**src/rtl/rcpc_pkg.sv**
```systemverilog
// Constants and types for the run clock and PLL configuration block
package rcpc_pkg;

   ////////////////////////////////////////////////////////////////////////
   // Register map, byte addresses
   localparam int          ADDR_W      = 12;
   localparam logic [11:0] RCC_OFFS    = 12'h060;
   localparam logic [11:0] PLLCFG_OFFS = 12'h064;
   localparam logic [11:0] RUN_CLOCK_CONFIG_EXT_OFFS   = 12'h070;

   // Reset values and write masks
   localparam logic [31:0] RCC_RESET   = 32'h0780_3ad1;
   localparam logic [31:0] RCC_WMASK   = 32'h0fc0_2bf3;
   localparam logic [31:0] RCC_ONES    = 32'h0000_1000;
   localparam logic [31:0] RUN_CLOCK_CONFIG_EXT_RESET  = 32'h0780_2810;
   localparam logic [31:0] RUN_CLOCK_CONFIG_EXT_WMASK  = 32'h9f80_2870;

   // Field positions
   localparam int RCC_PLL_POWER_DOWN_BIT  = 13;
   localparam int RCC_BYPASS_BIT = 11;
   localparam int RCC_CRYSTAL_CODE_LSB   = 6;
   localparam int RCC_CRYSTAL_CODE_MSB   = 9;
   localparam int RCC_DIV_LSB    = 23;
   localparam int RCC_DIV_MSB    = 26;
   localparam int RCC_OSC_LSB    = 4;
   localparam int RCC_OSC_MSB    = 5;
   localparam int RUN_CLOCK_CONFIG_EXT_USE_BIT   = 31;
   localparam int RUN_CLOCK_CONFIG_EXT_DIV_LSB   = 23;
   localparam int RUN_CLOCK_CONFIG_EXT_DIV_MSB   = 28;
   localparam int RUN_CLOCK_CONFIG_EXT_OSC_LSB   = 4;
   localparam int RUN_CLOCK_CONFIG_EXT_OSC_MSB   = 6;
   localparam int PLLCFG_F_LSB   = 5;
   localparam int PLLCFG_F_MSB   = 13;
   localparam int PLLCFG_R_MSB   = 4;

   // Bus responses
   localparam logic [1:0] RESP_OKAY   = 2'h0;
   localparam logic [1:0] RESP_SLVERR = 2'h2;

   // Crystal codes
   localparam logic [3:0] CRYSTAL_CODE_RESET   = 4'hb;
   localparam logic [3:0] CRYSTAL_CODE_PLL_MIN = 4'h4;
   localparam int         PLL_TARGET_MHZ = 400;

   // PLL F and R per crystal code, index 15 first; codes below 0x4 give 0
   localparam logic [15:0][8:0] PLL_F_TAB = {
      9'h031, 9'h032, 9'h036, 9'h041, 9'h0c8, 9'h04e, 9'h050, 9'h051,
      9'h062, 9'h064, 9'h06d, 9'h070, 9'h000, 9'h000, 9'h000, 9'h000};
   localparam logic [15:0][4:0] PLL_R_TAB = {
      5'h00, 5'h00, 5'h00, 5'h00, 5'h02, 5'h00, 5'h00, 5'h00,
      5'h00, 5'h00, 5'h00, 5'h00, 5'h00, 5'h00, 5'h00, 5'h00};

   // Clock switch sequencing
   localparam int SW_GAP_CYCLES = 2;

   typedef enum {CS_OSC, CS_TO_PLL, CS_PLL, CS_TO_OSC} rcpc_sw_state_e;

endpackage

```
**src/rtl/rcpc_clk_switch.sv**
```systemverilog
// Break-before-make select enables for the system clock source
module rcpc_clk_switch
   import rcpc_pkg::*;
#(
   parameter int GAP = SW_GAP_CYCLES
) (
   input  wire logic clk_i,
   input  wire logic rst_n_i,
   input  wire logic sel_pll_i,
   output logic      osc_en_o,
   output logic      pll_en_o
);

   rcpc_sw_state_e state_q, state_d;
   logic [7:0]     gap_q, gap_d;
   logic           osc_en_d, pll_en_d;

   ////////////////////////////////////////////////////////////////////////
   // Next state: drop the old enable, wait the gap, raise the new one
   always_comb begin
      state_d  = state_q;
      gap_d    = gap_q;
      case (state_q)
         CS_OSC: begin
            if (sel_pll_i) begin
               state_d = CS_TO_PLL;
               gap_d   = 8'(GAP);
            end
         end
         CS_TO_PLL: begin
            if (gap_q != 8'h00) gap_d = gap_q - 8'h01;
            else state_d = sel_pll_i ? CS_PLL : CS_OSC;
         end
         CS_PLL: begin
            if (!sel_pll_i) begin
               state_d = CS_TO_OSC;
               gap_d   = 8'(GAP);
            end
         end
         CS_TO_OSC: begin
            if (gap_q != 8'h00) gap_d = gap_q - 8'h01;
            else state_d = sel_pll_i ? CS_PLL : CS_OSC;
         end
         default: begin
            state_d = CS_OSC;
            gap_d   = 8'h00;
         end
      endcase
      osc_en_d = (state_d == CS_OSC);
      pll_en_d = (state_d == CS_PLL);
   end

   // State and enable registers, oscillator path after reset
   always_ff @(posedge clk_i) begin
      if (!rst_n_i) begin
         state_q  <= CS_OSC;
         gap_q    <= 8'h00;
         osc_en_o <= 1'b1;
         pll_en_o <= 1'b0;
      end else begin
         state_q  <= state_d;
         gap_q    <= gap_d;
         osc_en_o <= osc_en_d;
         pll_en_o <= pll_en_d;
      end
   end
endmodule

```
**src/rtl/rcpc_top.sv**
```systemverilog
// Run clock configuration registers with AXI4-Lite access
//
// Design decisions made here: register access over AXI4-Lite and the register offsets.
module rcpc_top
   import rcpc_pkg::*;
(
   input  wire logic              MCLK_I,
   input  wire logic              RST_N_I,
   input  wire logic [ADDR_W-1:0] AWADDR_I,
   input  wire logic              AWVALID_I,
   output logic                   AWREADY_O,
   input  wire logic [31:0]       WDATA_I,
   input  wire logic [3:0]        WSTRB_I,
   input  wire logic              WVALID_I,
   output logic                   WREADY_O,
   output logic [1:0]             BRESP_O,
   output logic                   BVALID_O,
   input  wire logic              BREADY_I,
   input  wire logic [ADDR_W-1:0] ARADDR_I,
   input  wire logic              ARVALID_I,
   output logic                   ARREADY_O,
   output logic [31:0]            RDATA_O,
   output logic [1:0]             RRESP_O,
   output logic                   RVALID_O,
   input  wire logic              RREADY_I,
   output logic                   PLL_PLL_POWER_DOWN_O,
   output logic [5:0]             SYS_DIV_O,
   output logic [2:0]             OSC_SRC_O,
   output logic [3:0]             CRYSTAL_CODE_O,
   output logic [8:0]             PLL_F_O,
   output logic [4:0]             PLL_R_O,
   output logic                   SRC_OSC_EN_O,
   output logic                   SRC_PLL_EN_O
);

   ////////////////////////////////////////////////////////////////////////
   // Declarations
   logic [31:0]       rcc_q, rcc_d;
   logic [31:0]       run_clock_config_ext_q, run_clock_config_ext_d;
   logic [8:0]        pll_f_q, pll_f_d;
   logic [4:0]        pll_r_q, pll_r_d;
   logic [ADDR_W-1:0] awaddr_q, awaddr_d;
   logic [31:0]       wdata_q, wdata_d;
   logic [3:0]        wstrb_q, wstrb_d;
   logic              aw_hold_q, aw_hold_d;
   logic              w_hold_q, w_hold_d;
   logic              bvalid_q, bvalid_d;
   logic [1:0]        bresp_q, bresp_d;
   logic              awready_q, awready_d;
   logic              wready_q, wready_d;
   logic              arready_q, arready_d;
   logic              rvalid_q, rvalid_d;
   logic [31:0]       rdata_q, rdata_d;
   logic [1:0]        rresp_q, rresp_d;
   logic              pll_power_down_q, pll_power_down_d;
   logic [5:0]        div_q, div_d;
   logic [2:0]        osc_q, osc_d;
   logic [3:0]        crystal_code_q, crystal_code_d;
   logic              hs_aw, hs_w, hs_ar, do_wr;
   logic [ADDR_W-1:0] wr_addr;
   logic [31:0]       wr_data, byte_mask;
   logic [3:0]        wr_strb;
   logic              use_ext, eff_bypass, sel_pll;

   ////////////////////////////////////////////////////////////////////////
   // Write channel: hold address and data, write once both are held
   always_comb begin
      hs_aw     = AWVALID_I && awready_q;
      hs_w      = WVALID_I && wready_q;
      aw_hold_d = aw_hold_q || hs_aw;
      w_hold_d  = w_hold_q || hs_w;
      awaddr_d  = hs_aw ? AWADDR_I : awaddr_q;
      wdata_d   = hs_w ? WDATA_I : wdata_q;
      wstrb_d   = hs_w ? WSTRB_I : wstrb_q;
      wr_addr   = awaddr_d;
      wr_data   = wdata_d;
      wr_strb   = wstrb_d;
      do_wr     = aw_hold_d && w_hold_d && !bvalid_q;
      bvalid_d  = bvalid_q && !BREADY_I;
      bresp_d   = bresp_q;
      if (do_wr) begin
         aw_hold_d = 1'b0;
         w_hold_d  = 1'b0;
         bvalid_d  = 1'b1;
         bresp_d   = RESP_OKAY;
         if (wr_addr != RCC_OFFS && wr_addr != RUN_CLOCK_CONFIG_EXT_OFFS &&
             wr_addr != PLLCFG_OFFS) begin
            bresp_d = RESP_SLVERR;
         end
      end
      awready_d = !aw_hold_d && !bvalid_d;
      wready_d  = !w_hold_d && !bvalid_d;
   end

   ////////////////////////////////////////////////////////////////////////
   // Register update with byte strobes; read-only bits stay fixed
   always_comb begin
      for (int i = 0; i < 4; i++) begin
         byte_mask[i*8 +: 8] = {8{wr_strb[i]}};
      end
      rcc_d  = rcc_q;
      run_clock_config_ext_d = run_clock_config_ext_q;
      if (do_wr && wr_addr == RCC_OFFS) begin
         rcc_d = (rcc_q & ~(byte_mask & RCC_WMASK)) |
                 (wr_data & byte_mask & RCC_WMASK);
      end
      if (do_wr && wr_addr == RUN_CLOCK_CONFIG_EXT_OFFS) begin
         run_clock_config_ext_d = (run_clock_config_ext_q & ~(byte_mask & RUN_CLOCK_CONFIG_EXT_WMASK)) |
                  (wr_data & byte_mask & RUN_CLOCK_CONFIG_EXT_WMASK);
      end
   end

   ////////////////////////////////////////////////////////////////////////
   // PLL F and R recomputed whenever the crystal code changes
   always_comb begin
      crystal_code_d  = rcc_q[RCC_CRYSTAL_CODE_MSB:RCC_CRYSTAL_CODE_LSB];
      pll_f_d = pll_f_q;
      pll_r_d = pll_r_q;
      if (crystal_code_d != crystal_code_q) begin
         pll_f_d = PLL_F_TAB[crystal_code_d];
         pll_r_d = PLL_R_TAB[crystal_code_d];
      end
   end

   ////////////////////////////////////////////////////////////////////////
   // Read channel: one read at a time, data one cycle after address
   always_comb begin
      hs_ar    = ARVALID_I && arready_q;
      rvalid_d = rvalid_q && !RREADY_I;
      rdata_d  = rdata_q;
      rresp_d  = rresp_q;
      if (hs_ar) begin
         rvalid_d = 1'b1;
         rresp_d  = RESP_OKAY;
         rdata_d  = 32'h0000_0000;
         case (ARADDR_I)
            RCC_OFFS: rdata_d = (rcc_q & RCC_WMASK) | RCC_ONES;
            RUN_CLOCK_CONFIG_EXT_OFFS: rdata_d = run_clock_config_ext_q & RUN_CLOCK_CONFIG_EXT_WMASK;
            PLLCFG_OFFS: begin
               rdata_d[PLLCFG_F_MSB:PLLCFG_F_LSB] = pll_f_q;
               rdata_d[PLLCFG_R_MSB:0]            = pll_r_q;
            end
            default: rresp_d = RESP_SLVERR;
         endcase
      end
      arready_d = !rvalid_d;
   end

   ////////////////////////////////////////////////////////////////////////
   // Effective clock controls; the extended register overrides when used
   always_comb begin
      use_ext = run_clock_config_ext_q[RUN_CLOCK_CONFIG_EXT_USE_BIT];
      if (use_ext) begin
         div_d      = run_clock_config_ext_q[RUN_CLOCK_CONFIG_EXT_DIV_MSB:RUN_CLOCK_CONFIG_EXT_DIV_LSB];
         pll_power_down_d    = run_clock_config_ext_q[RCC_PLL_POWER_DOWN_BIT];
         eff_bypass = run_clock_config_ext_q[RCC_BYPASS_BIT];
         osc_d      = run_clock_config_ext_q[RUN_CLOCK_CONFIG_EXT_OSC_MSB:RUN_CLOCK_CONFIG_EXT_OSC_LSB];
      end else begin
         div_d      = {2'b00, rcc_q[RCC_DIV_MSB:RCC_DIV_LSB]};
         pll_power_down_d    = rcc_q[RCC_PLL_POWER_DOWN_BIT];
         eff_bypass = rcc_q[RCC_BYPASS_BIT];
         osc_d      = {1'b0, rcc_q[RCC_OSC_MSB:RCC_OSC_LSB]};
      end
      sel_pll = !eff_bypass;
   end

   ////////////////////////////////////////////////////////////////////////
   // All state registers
   always_ff @(posedge MCLK_I) begin
      if (!RST_N_I) begin
         rcc_q     <= RCC_RESET;
         run_clock_config_ext_q    <= RUN_CLOCK_CONFIG_EXT_RESET;
         crystal_code_q    <= CRYSTAL_CODE_RESET;
         pll_f_q   <= PLL_F_TAB[CRYSTAL_CODE_RESET];
         pll_r_q   <= PLL_R_TAB[CRYSTAL_CODE_RESET];
         awaddr_q  <= '0;
         wdata_q   <= 32'h0000_0000;
         wstrb_q   <= 4'h0;
         aw_hold_q <= 1'b0;
         w_hold_q  <= 1'b0;
         bvalid_q  <= 1'b0;
         bresp_q   <= RESP_OKAY;
         awready_q <= 1'b1;
         wready_q  <= 1'b1;
         arready_q <= 1'b1;
         rvalid_q  <= 1'b0;
         rdata_q   <= 32'h0000_0000;
         rresp_q   <= RESP_OKAY;
         pll_power_down_q   <= 1'b1;
         div_q     <= {2'b00, RCC_RESET[RCC_DIV_MSB:RCC_DIV_LSB]};
         osc_q     <= {1'b0, RCC_RESET[RCC_OSC_MSB:RCC_OSC_LSB]};
      end else begin
         rcc_q     <= rcc_d;
         run_clock_config_ext_q    <= run_clock_config_ext_d;
         crystal_code_q    <= crystal_code_d;
         pll_f_q   <= pll_f_d;
         pll_r_q   <= pll_r_d;
         awaddr_q  <= awaddr_d;
         wdata_q   <= wdata_d;
         wstrb_q   <= wstrb_d;
         aw_hold_q <= aw_hold_d;
         w_hold_q  <= w_hold_d;
         bvalid_q  <= bvalid_d;
         bresp_q   <= bresp_d;
         awready_q <= awready_d;
         wready_q  <= wready_d;
         arready_q <= arready_d;
         rvalid_q  <= rvalid_d;
         rdata_q   <= rdata_d;
         rresp_q   <= rresp_d;
         pll_power_down_q   <= pll_power_down_d;
         div_q     <= div_d;
         osc_q     <= osc_d;
      end
   end

   ////////////////////////////////////////////////////////////////////////
   // Glitch-free source select
   rcpc_clk_switch #(
      .GAP (SW_GAP_CYCLES)
   ) u_switch (
      .clk_i     (MCLK_I),
      .rst_n_i   (RST_N_I),
      .sel_pll_i (sel_pll),
      .osc_en_o  (SRC_OSC_EN_O),
      .pll_en_o  (SRC_PLL_EN_O)
   );

   // Outputs straight from registers
   assign AWREADY_O      = awready_q;
   assign WREADY_O       = wready_q;
   assign BVALID_O       = bvalid_q;
   assign BRESP_O        = bresp_q;
   assign ARREADY_O      = arready_q;
   assign RVALID_O       = rvalid_q;
   assign RDATA_O        = rdata_q;
   assign RRESP_O        = rresp_q;
   assign PLL_PLL_POWER_DOWN_O    = pll_power_down_q;
   assign SYS_DIV_O      = div_q;
   assign OSC_SRC_O      = osc_q;
   assign CRYSTAL_CODE_O = crystal_code_q;
   assign PLL_F_O        = pll_f_q;
   assign PLL_R_O        = pll_r_q;
endmodule

```
**config.mk**
```make
export PLATFORM = sky130hd
export DESIGN_NAME = rcpc_top
export DESIGN_NICKNAME = d
export VERILOG_FILES = /design/src/rtl/rcpc_pkg.sv /design/src/rtl/rcpc_clk_switch.sv /design/src/rtl/rcpc_top.sv
export SDC_FILE = /design/constraint.sdc
export NUM_CORES = 1
export LEC_CHECK = 0
export BUFFER_PORTS_ARGS = -buffer_cell sky130_fd_sc_hd__buf_2
export CAP_MARGIN = 20
export CORE_UTILIZATION = 25
export DETAILED_ROUTE_END_ITERATION = 10
export SYNTH_ARGS = -nofsm -noshare
export SYNTH_HDL_FRONTEND = slang
export SYNTH_HIERARCHICAL = 1
export SYNTH_SLANG_ARGS = --single-unit
```
**constraint.sdc**
```tcl
create_clock -name MCLK_I -period 2.9 [get_ports MCLK_I]
set_input_delay 0.145 -clock MCLK_I [delete_from_list [all_inputs] [get_ports MCLK_I]]
set_output_delay 0.145 -clock MCLK_I [all_outputs]
set_load 0.01 [all_outputs]
```
Yosys cells after proc, flatten, opt, wreduce, memory -nomap -nowiden
Memory sizes are Yosys's and may differ from the RTL's. A register that Yosys moved wholly into a read port is not among the register bits.
Index checks and enable logic that the tools add are counted.
{"block": "op_classes", "add_sub_neg": 1, "n_eq_ne": 16, "n_mux": 24, "n_bitwise": 7, "reduce_logical": 31}
{"operator": "two-way mux 32 bit", "n": 4}
{"operator": "AND 32 bit", "n": 3}
{"operator": "one-hot mux 32 bit (3 select lines)", "n": 1}
{"operator": "== test 32 x 2 -> 1 bit (second input constant)", "n": 2}
{"operator": "zero test 32 bit", "n": 2}
{"operator": "== test 12 x 7 -> 1 bit (second input constant)", "n": 5}
{"operator": "one-hot mux 14 bit (3 select lines)", "n": 1}
{"operator": "!= test 12 x 7 -> 1 bit (second input constant)", "n": 3}
{"operator": "one-hot mux 18 bit (2 select lines)", "n": 1}
{"operator": "== test 32 x 1 -> 1 bit (second input constant)", "n": 1}
{"operator": "== test 32 x 3 -> 1 bit (second input constant)", "n": 1}
{"operator": "NOT 28 -> 32 bit", "n": 1}
{"operator": "NOT 32 bit", "n": 1}
{"operator": "bitwise OR 32 x 28 -> 32 bit", "n": 1}
{"operator": "bitwise OR 32 bit", "n": 1}
{"operator": "two-way mux 8 bit", "n": 3}
{"operator": "one-hot mux 8 bit (3 select lines)", "n": 1}
{"operator": "logical AND 1 bit", "n": 13}
{"operator": "two-way mux 12 bit", "n": 1}
{"operator": "zero test 1 bit", "n": 9}
{"operator": "two-way mux 2 bit", "n": 4}
{"operator": "two-way mux 4 bit", "n": 2}
{"operator": "nonzero test 8 bit", "n": 1}
{"operator": "subtractor 8 x 1 -> 8 bit (second input constant)", "n": 1}
{"operator": "9 further kinds", "n": 16}
{"block": "totals", "regBits": 211, "mem_bits_ro": 224, "inputBits": 67, "output_inout_bits": 71, "word_cells": 106, "mem_count": 2}
{"memory": "(no name shown)", "depth": 16, "width": 9, "rd": 1, "rd_ports_with_merged_regs": 1, "wr": 0, "line": "rcpc_top.sv:120", "rtl": "pll_f_d = PLL_F_TAB[crystal_code_d];"}
{"memory": "(no name shown)", "depth": 16, "width": 5, "rd": 1, "rd_ports_with_merged_regs": 1, "wr": 0, "line": "rcpc_top.sv:121", "rtl": "pll_r_d = PLL_R_TAB[crystal_code_d];"}

Depth between registers and ports, before layout
Gate-level depths: netlist (run 1).
{"block": "logic_depth", "word_depth": 7, "mapped_depth": 8, "mapped_depth_nobuf": 7}

Hierarchy
Netlist (run 1), hierarchy kept.
{"mod": "rcpc_top", "instances": 1, "cells_per_inst": 511, "area_per_inst_um2": 4938.5, "seq_area_each_um2": 2262.2}
{"mod": "rcpc_clk_switch", "instances": 1, "cells_per_inst": 108, "area_per_inst_um2": 1301.2, "seq_area_each_um2": 840.8}

Worst setup path after synthesis (run 1)
No wires, ideal clock.
{"block": "synth_timing", "kind": "register -> register", "startpoint": "reg (tool-made name)", "endpoint": "reg u_switch.gap_q[6]", "setup_time_ns": 0.070, "arrival_time_ns": 2.224, "path_slack_ns": 0.606, "path_stages_with_launch": 8, "synth_period_minus_slack_ns": 2.294, "path_cell_list": "dfxtp_1 -> buf_1 -> mux2i_1 -> xnor2_1 -> a32oi_4 -> nor3_2 -> or4b_1 -> a21oi_1"}
{"element": "end signal: assignment", "line": "rcpc_clk_switch.sv:62", "rtl": "gap_q <= gap_d;"}
{"element": "end: declaration", "line": "rcpc_clk_switch.sv:15", "rtl": "logic [7:0] gap_q, gap_d;"}

==> metrics.txt, run 1 <==
outcome=finished clean; Final Wtd Congestion=0.7928; initial DRC count=335; vias in the first global route=4,454; total track usage=0.1229; Die X=160.0 µm; Post-CTS Setup Bufs=0; Layout area overhead=25.55%; starting density of the core=0.2558; total global routing overflow=0; antenna violations before repair=2; Post-Syn Instances=619; post-synthesis cell area=6240 µm²; Final min period=2.298 ns; ratio of cells with drive above 1 in the final layout=0.2264; io pins=138; antenna viol nets, final=0; fin nets=833; Placeable Area=24,390 µm²; worst-margin pin slew=0.7304 ns; RSZ-0062 raised after global routing=no; Routed WL=15,130 µm; Port Buffer Count=104; DP HPWL=11,200 µm; Post-synth ARST share=0; peak fanout along the critical path=8; critical path capture point type=flop; setup TNS=0 ns; Slowest-stage cell, CP=or4_4; Pins Over Slew Limit=0; post-synth cell types=65; die area=25,600 µm²; Clock transition at path regs=0.06 ns; post-route insts no fill=1,099; Crit path max-delay family=simple AND/OR/NAND/NOR gates; DR vias/cell=4.215; TritonCTS clock tree=yes; Pre-antenna DRT Iters=4; worst path bufs/invs=2; Root Buffer=clkbuf_16; row cnt=57; f_max=435.2 MHz; CP Data Required Time=3.21 ns; clk_skew=0.01671 ns; top_reg_cell synth=dfxtp_1; Synth Area per Inst=10.08 µm²; TritonCTS Sinks=155; kind of critical path=in -> reg; LEAKAGE=3.414 nW; cells along the critical path=dlygate4sd3_1 > buf_2 > nor4_1 > nand4_1 > nor2b_1 > or4_4 > mux2_4; FF+latch count, synth=155; number of synthesized flops with an enable pin=0; Hold Fails Final Rpt=0; YS warnings=6; # H-tree levels=4; first-pass GRT wire length=24,120 µm; hold crit path type=in -> reg; commonest non-fill, non-tap cells in the layout=dfxtp_1 (155), buf_2 (104), nand2_1 (61); placed insts=1,051; maximum vdd drop=382.5 µV; slowest stage delay, CP=0.68 ns; Setup Viol. Count Final=0; drt wl/cell=13.77 µm; Residual DRC=0; MaxCap Viol Count=0; Worst-Skew Late Latency=0.44 ns; CTS Buf Count=17; most common cell after layout, fill and taps aside=dfxtp_1; Die Y=160.0 µm; Tcrit/Tclk final=0.7924; multi-input logic area=2967 µm²; fill cell count=2,551; Setup crit start kind=primary input; Worst slew margin=0.5085; clock tree buffer depth=2; sequential fraction of the synthesis area=0.4973; DR vias=4,632; P per Cell Area=597.9 nW/µm²; FF/Latch Area=3103 µm²; largest net degree at the start of global routing=60; Worst EP arrival=2.61 ns
[report_power, final]
group,total (mW),switching [mW],internal (mW)
combinational,0.330,0.191,0.139
clock,2.13,0.986,1.14
sequential,2.23,0.0265,2.20
total,4.68,1.20,3.48
[worst min-delay path, stage by stage]
cell and delay (ns):
buf_2 0.08, mux2i_1 0.07, nor2b_1 0.10
[synthesized netlist by cell type, drive strengths merged (6+ instances only)]
master  number  share of area
a21boi      12          0.014
buf         30          0.033
nor2b       47          0.047
ha           6          0.012
nor3         6         0.0056
a21oi       18          0.014
clkbuf      21          0.013
mux2i       59          0.095
dfxtp      155           0.50
o21ai       20          0.016
and2        16          0.016
inv         16         0.0096
nand2b      13          0.014
nand2       62          0.038
mux2        16          0.032
nor2        26          0.016
nor4        17          0.023
[cells by family (layout without fill, tap and decap cells)]
| family | Yosys count | count (layout) | synth area share |
|---|---|---|---|
| compound gates | 89 | 89 | 0.1029 |
| xor+xnor | 8 | 8 | 0.01123 |
| fa+ha+maj | 6 | 6 | 0.01203 |
| buf+inv | 67 | 174 | 0.05554 |
| flops | 155 | 155 | 0.4973 |
| mux | 75 | 75 | 0.1265 |
| other cells | 2 | 51 | 0.001204 |
| simple gates | 217 | 217 | 0.1933 |
[path summary, 6_finish.rpt]
check,slack (ns),startpoint,cells past startpoint,end
worst max-delay path,0.60,AWADDR_I[7],7,flop
worst min-delay path,0.01,WDATA_I[23],3,wdata_q[23]
worst max register to register,0.64,AWREADY_O,5,flop
worst min register to register,0.45,RDATA_O[13],2,RDATA_O[13]
[timing repair]
action	in CTS	in global routing
hold buffers	14	0
gates resized for setup	0	0
hold endpoints to repair	14	0
[metal layers]
layer  GRT usage  vias to the layer above  routed length (µm)
li1            -                     2364                   -
met1      0.1586                     2148                7280
met2      0.1905                      106                6869
met3     0.03766                       14                 776
met4     0.04848                        0                 207
met5           0                        -                   0
[stage by stage]
stage               worst slack, ns  utilization  hold WS [ns]  total power [mW]  instance area [µm²]
floorplan                    0.6062            -        0.2899             2.497                 6416
global placement             0.7098       0.2917        0.4154             2.586                 7116
detailed placement           0.6721       0.2917        0.4194             2.591                 7116
CTS                          0.6374       0.3210      0.006405             4.746                 7829
global route                 0.5009       0.3211       0.03232             4.896                 7831
finish                       0.6020       0.3212       0.01448             4.684                 7834
[area by class of cell]
type / instances / share of cell area
sequential: 155 / 0.3961
multi-input combinational: 444 / 0.3787
timing repair buffer: 126 / 0.09200
clock buffer: 17 / 0.05430
tap: 324 / 0.05175
clock inverter: 15 / 0.01885
inverter: 16 / 0.007667
antenna: 2 / 0.0006389
Note: power is estimated with default switching activity, not from simulation.
==> run 2: changes to the inputs <==
--- a/config.mk
+++ b/config.mk
@@ -5,6 +5,7 @@
 export SDC_FILE = /design/constraint.sdc
 export NUM_CORES = 1
 export LEC_CHECK = 0
+export ABC_AREA = 1
 export BUFFER_PORTS_ARGS = -buffer_cell sky130_fd_sc_hd__buf_2
 export CAP_MARGIN = 20
 export CORE_UTILIZATION = 25
==> constraint.sdc (replaced) <==
create_clock -name MCLK_I -period 1.9 [get_ports MCLK_I]
set_input_delay 0.095 -clock MCLK_I [delete_from_list [all_inputs] [get_ports MCLK_I]]
set_output_delay 0.095 -clock MCLK_I [all_outputs]
set_load 0.01 [all_outputs]
==> metrics.txt, run 2 <==
outcome=finished clean; worst slack, placed=0.1002 ns; LEAKAGE=4.203 nW; Hold Fails Final Rpt=0; P_sw=2.244 mW; fin nets=1,131; largest family of logic cells by synthesized area=simple AND/OR/NAND/NOR gates; Synth Area per Inst=7.417 µm²; number of synthesized flops with an enable pin=0; FF+latch count, synth=155; DP HPWL=12,620 µm; Layout area overhead=28.40%; sequential fraction of the synthesis area=0.4664; Post-Route Utilization=0.3278; worst-margin pin slew=0.5810 ns; die area=27,270 µm²; Port Buffer Count=104; Post-Synth Simple-Gate Area=0.3231; Critical R2R Launch=AWREADY_O; Root Buffer=clkbuf_16; peak fanout along the critical path=21; commonest non-fill, non-tap cells in the layout=nand2_1 (203), dfxtp_1 (154), nor2_1 (110); post-synthesis adder-cell area fraction=0.01128; Placeable Area=26,060 µm²; Gate power share=0.152; worst hold stages=4; Final min period=1.770 ns; top_reg_cell synth=dfxtp_1; antenna violations before repair=0; Post-Syn Instances=897; Pre-antenna DRT Iters=4; setup TNS=0 ns; hold path endpoint=RVALID_O; post-synthesis cell area=6653 µm²; placed insts=1,361; Die X=165.1 µm; post-synth top area share=0.4664; CTS Buf Count=17; ANT cells=0; Final Wtd Congestion=0.8203; Die Y=165.1 µm; P per Cell Area=988.1 nW/µm²; io pins=138; area leader, netlist=dfxtp_1; compound-gate portion of the synthesized area=0.07166; post-synth cell types=44; Final Hold Slack=0.01315 ns; maximum vdd drop=654.8 µV; r2r setup slk=0.13 ns; DR vias/cell=4.162; RSZ-0062 raised after global routing=no; most frequent cell after synthesis=nand2_1; initial DRC count=302; Setup Viol. Count Final=0; YS warnings=6; fin worst setup slack=0.1304 ns; starting density of the core=0.2553; Tot Pwr=8.440 mW; MaxCap Viol Count=0; DR vias=5,847; Setup crit start kind=flop; Worst slew margin=0.6127; mux cell area share after synthesis=0.01505; vias in the first global route=5,125; first-pass GRT wire length=26,400 µm; hold crit path type=in -> reg; kind of critical path=reg -> reg; HP Start=RREADY_I; Pins Over Slew Limit=0; Worst-Skew Late Latency=0.42 ns; top cells by count, synth=nand2_1 (206), dfxtp_1 (155), nor2_1 (112); Clock transition at path regs=0.06 ns; total global routing overflow=0; worst reg-to-reg path cell count=12; row cnt=59; largest net degree at the start of global routing=54; TritonCTS Sinks=155; synth top area cells=dfxtp_1 (47%), nand2_1 (12%), nor2_1 (6.3%); Post-synth ARST share=0; CP Data Required Time=2.22 ns; TritonCTS clock tree=yes; Flop pwr share=0.415; Routed WL=16,510 µm; Post-Layout Inst Area=8542 µm²; Clk pwr share=0.432; Worst EP arrival=2.09 ns; post-route insts no fill=1,405; most common cell after layout, fill and taps aside=nand2_1; post-synthesis xor/xnor area fraction=0.005266; area of placed instances=7727 µm²; antenna viol nets, final=0; clk_skew=0.008663 ns; drt wl/cell=11.75 µm; critical path capture point type=flop; Cell Int Power=6.196 mW; Residual DRC=0; clock tree buffer depth=2; ratio of cells with drive above 1 in the final layout=0.2112; # H-tree levels=4; f_max=565.1 MHz; total track usage=0.1254; Switching Share=0.2659; Tcrit/Tclk final=0.9314
-- run 2: cell types whose count changed after synthesis, sizes merged, moves of 20 or more --
cell	delta
inv	+96
nor2b	-47
nand3	+77
nor2	+103
mux2i	-49
nand4	+20
nand2	+151
-- run 2: layout make-up --
class	instances	area (µm²)
fillers	2777	17520
clock buffers	19	452.9
well taps	335	419.2
clock inverters	12	187.7
multi-input cells	625	3068
inverters	114	429.2
flip-flops and latches	155	3104
repair buffers	145	880.8
-- run 2: worst max-delay path by stage --
stage          startpoint                 to  slack [ns]  depth (start not counted)
2_1_floorplan        flop  u_switch/gap_q[6]        0.05                         11
3_3_place_gp    AWREADY_O               flop        0.13                         12
3_5_place_dp    AWREADY_O               flop        0.10                         11
4_1_cts         AWREADY_O               flop        0.08                         11
5_1_grt         AWREADY_O               flop       0.005                         12
6_report        AWREADY_O               flop        0.13                         12
-- run 2: repair_timing --
action,CTS,global route
hold endpoints to repair,10,1
hold buffers,10,1
setup endpoints to repair,0,16
setup buffers,0,2
gates resized for setup,0,13
-- run 2: layer usage --
layer  vias to the layer above  routed length, µm  track usage
met2                       153               6920       0.1812
met4                         0                365      0.05129
li1                       3096                  -            -
met1                      2576               8308       0.1757
met3                        22                917      0.03122
met5                         -                  0            0
-- run 2: worst max-delay path, cell delays in order, from the launching register on --
cell     delay, ns
dfxtp_2       0.33
nand2_1       0.08
buf_12        0.16
nand2_1       0.08
nand2_1       0.08
nor2_4        0.15
nand2_4       0.10
nor2_8        0.19
nand2_4       0.07
nor2_4        0.23
nand3_2       0.09
nand2_1       0.06
inv_1         0.03
-- run 2: power by group through the flow --
stage | Clock (mW) | Sequential (mW) | Combinational [mW]
final | 3.65 | 3.51 | 1.29
after global routing | 3.88 | 3.53 | 1.45
after CTS | 3.74 | 3.50 | 1.24
after detailed placement | 0 | 3.58 | 1.22
after global placement | 0 | 3.57 | 1.21
after floorplan | 0 | 3.58 | 0.838
-- run 2: cell families after synthesis --
kind of cell | count (synthesis)
DFF | 155
muxes | 10
AOI/OAI and AO/OA | 84
adders and majority gates | 6
xor gates and xnor gates | 4
other | 2
and+or+nand+nor | 472
buffers and inverters | 164
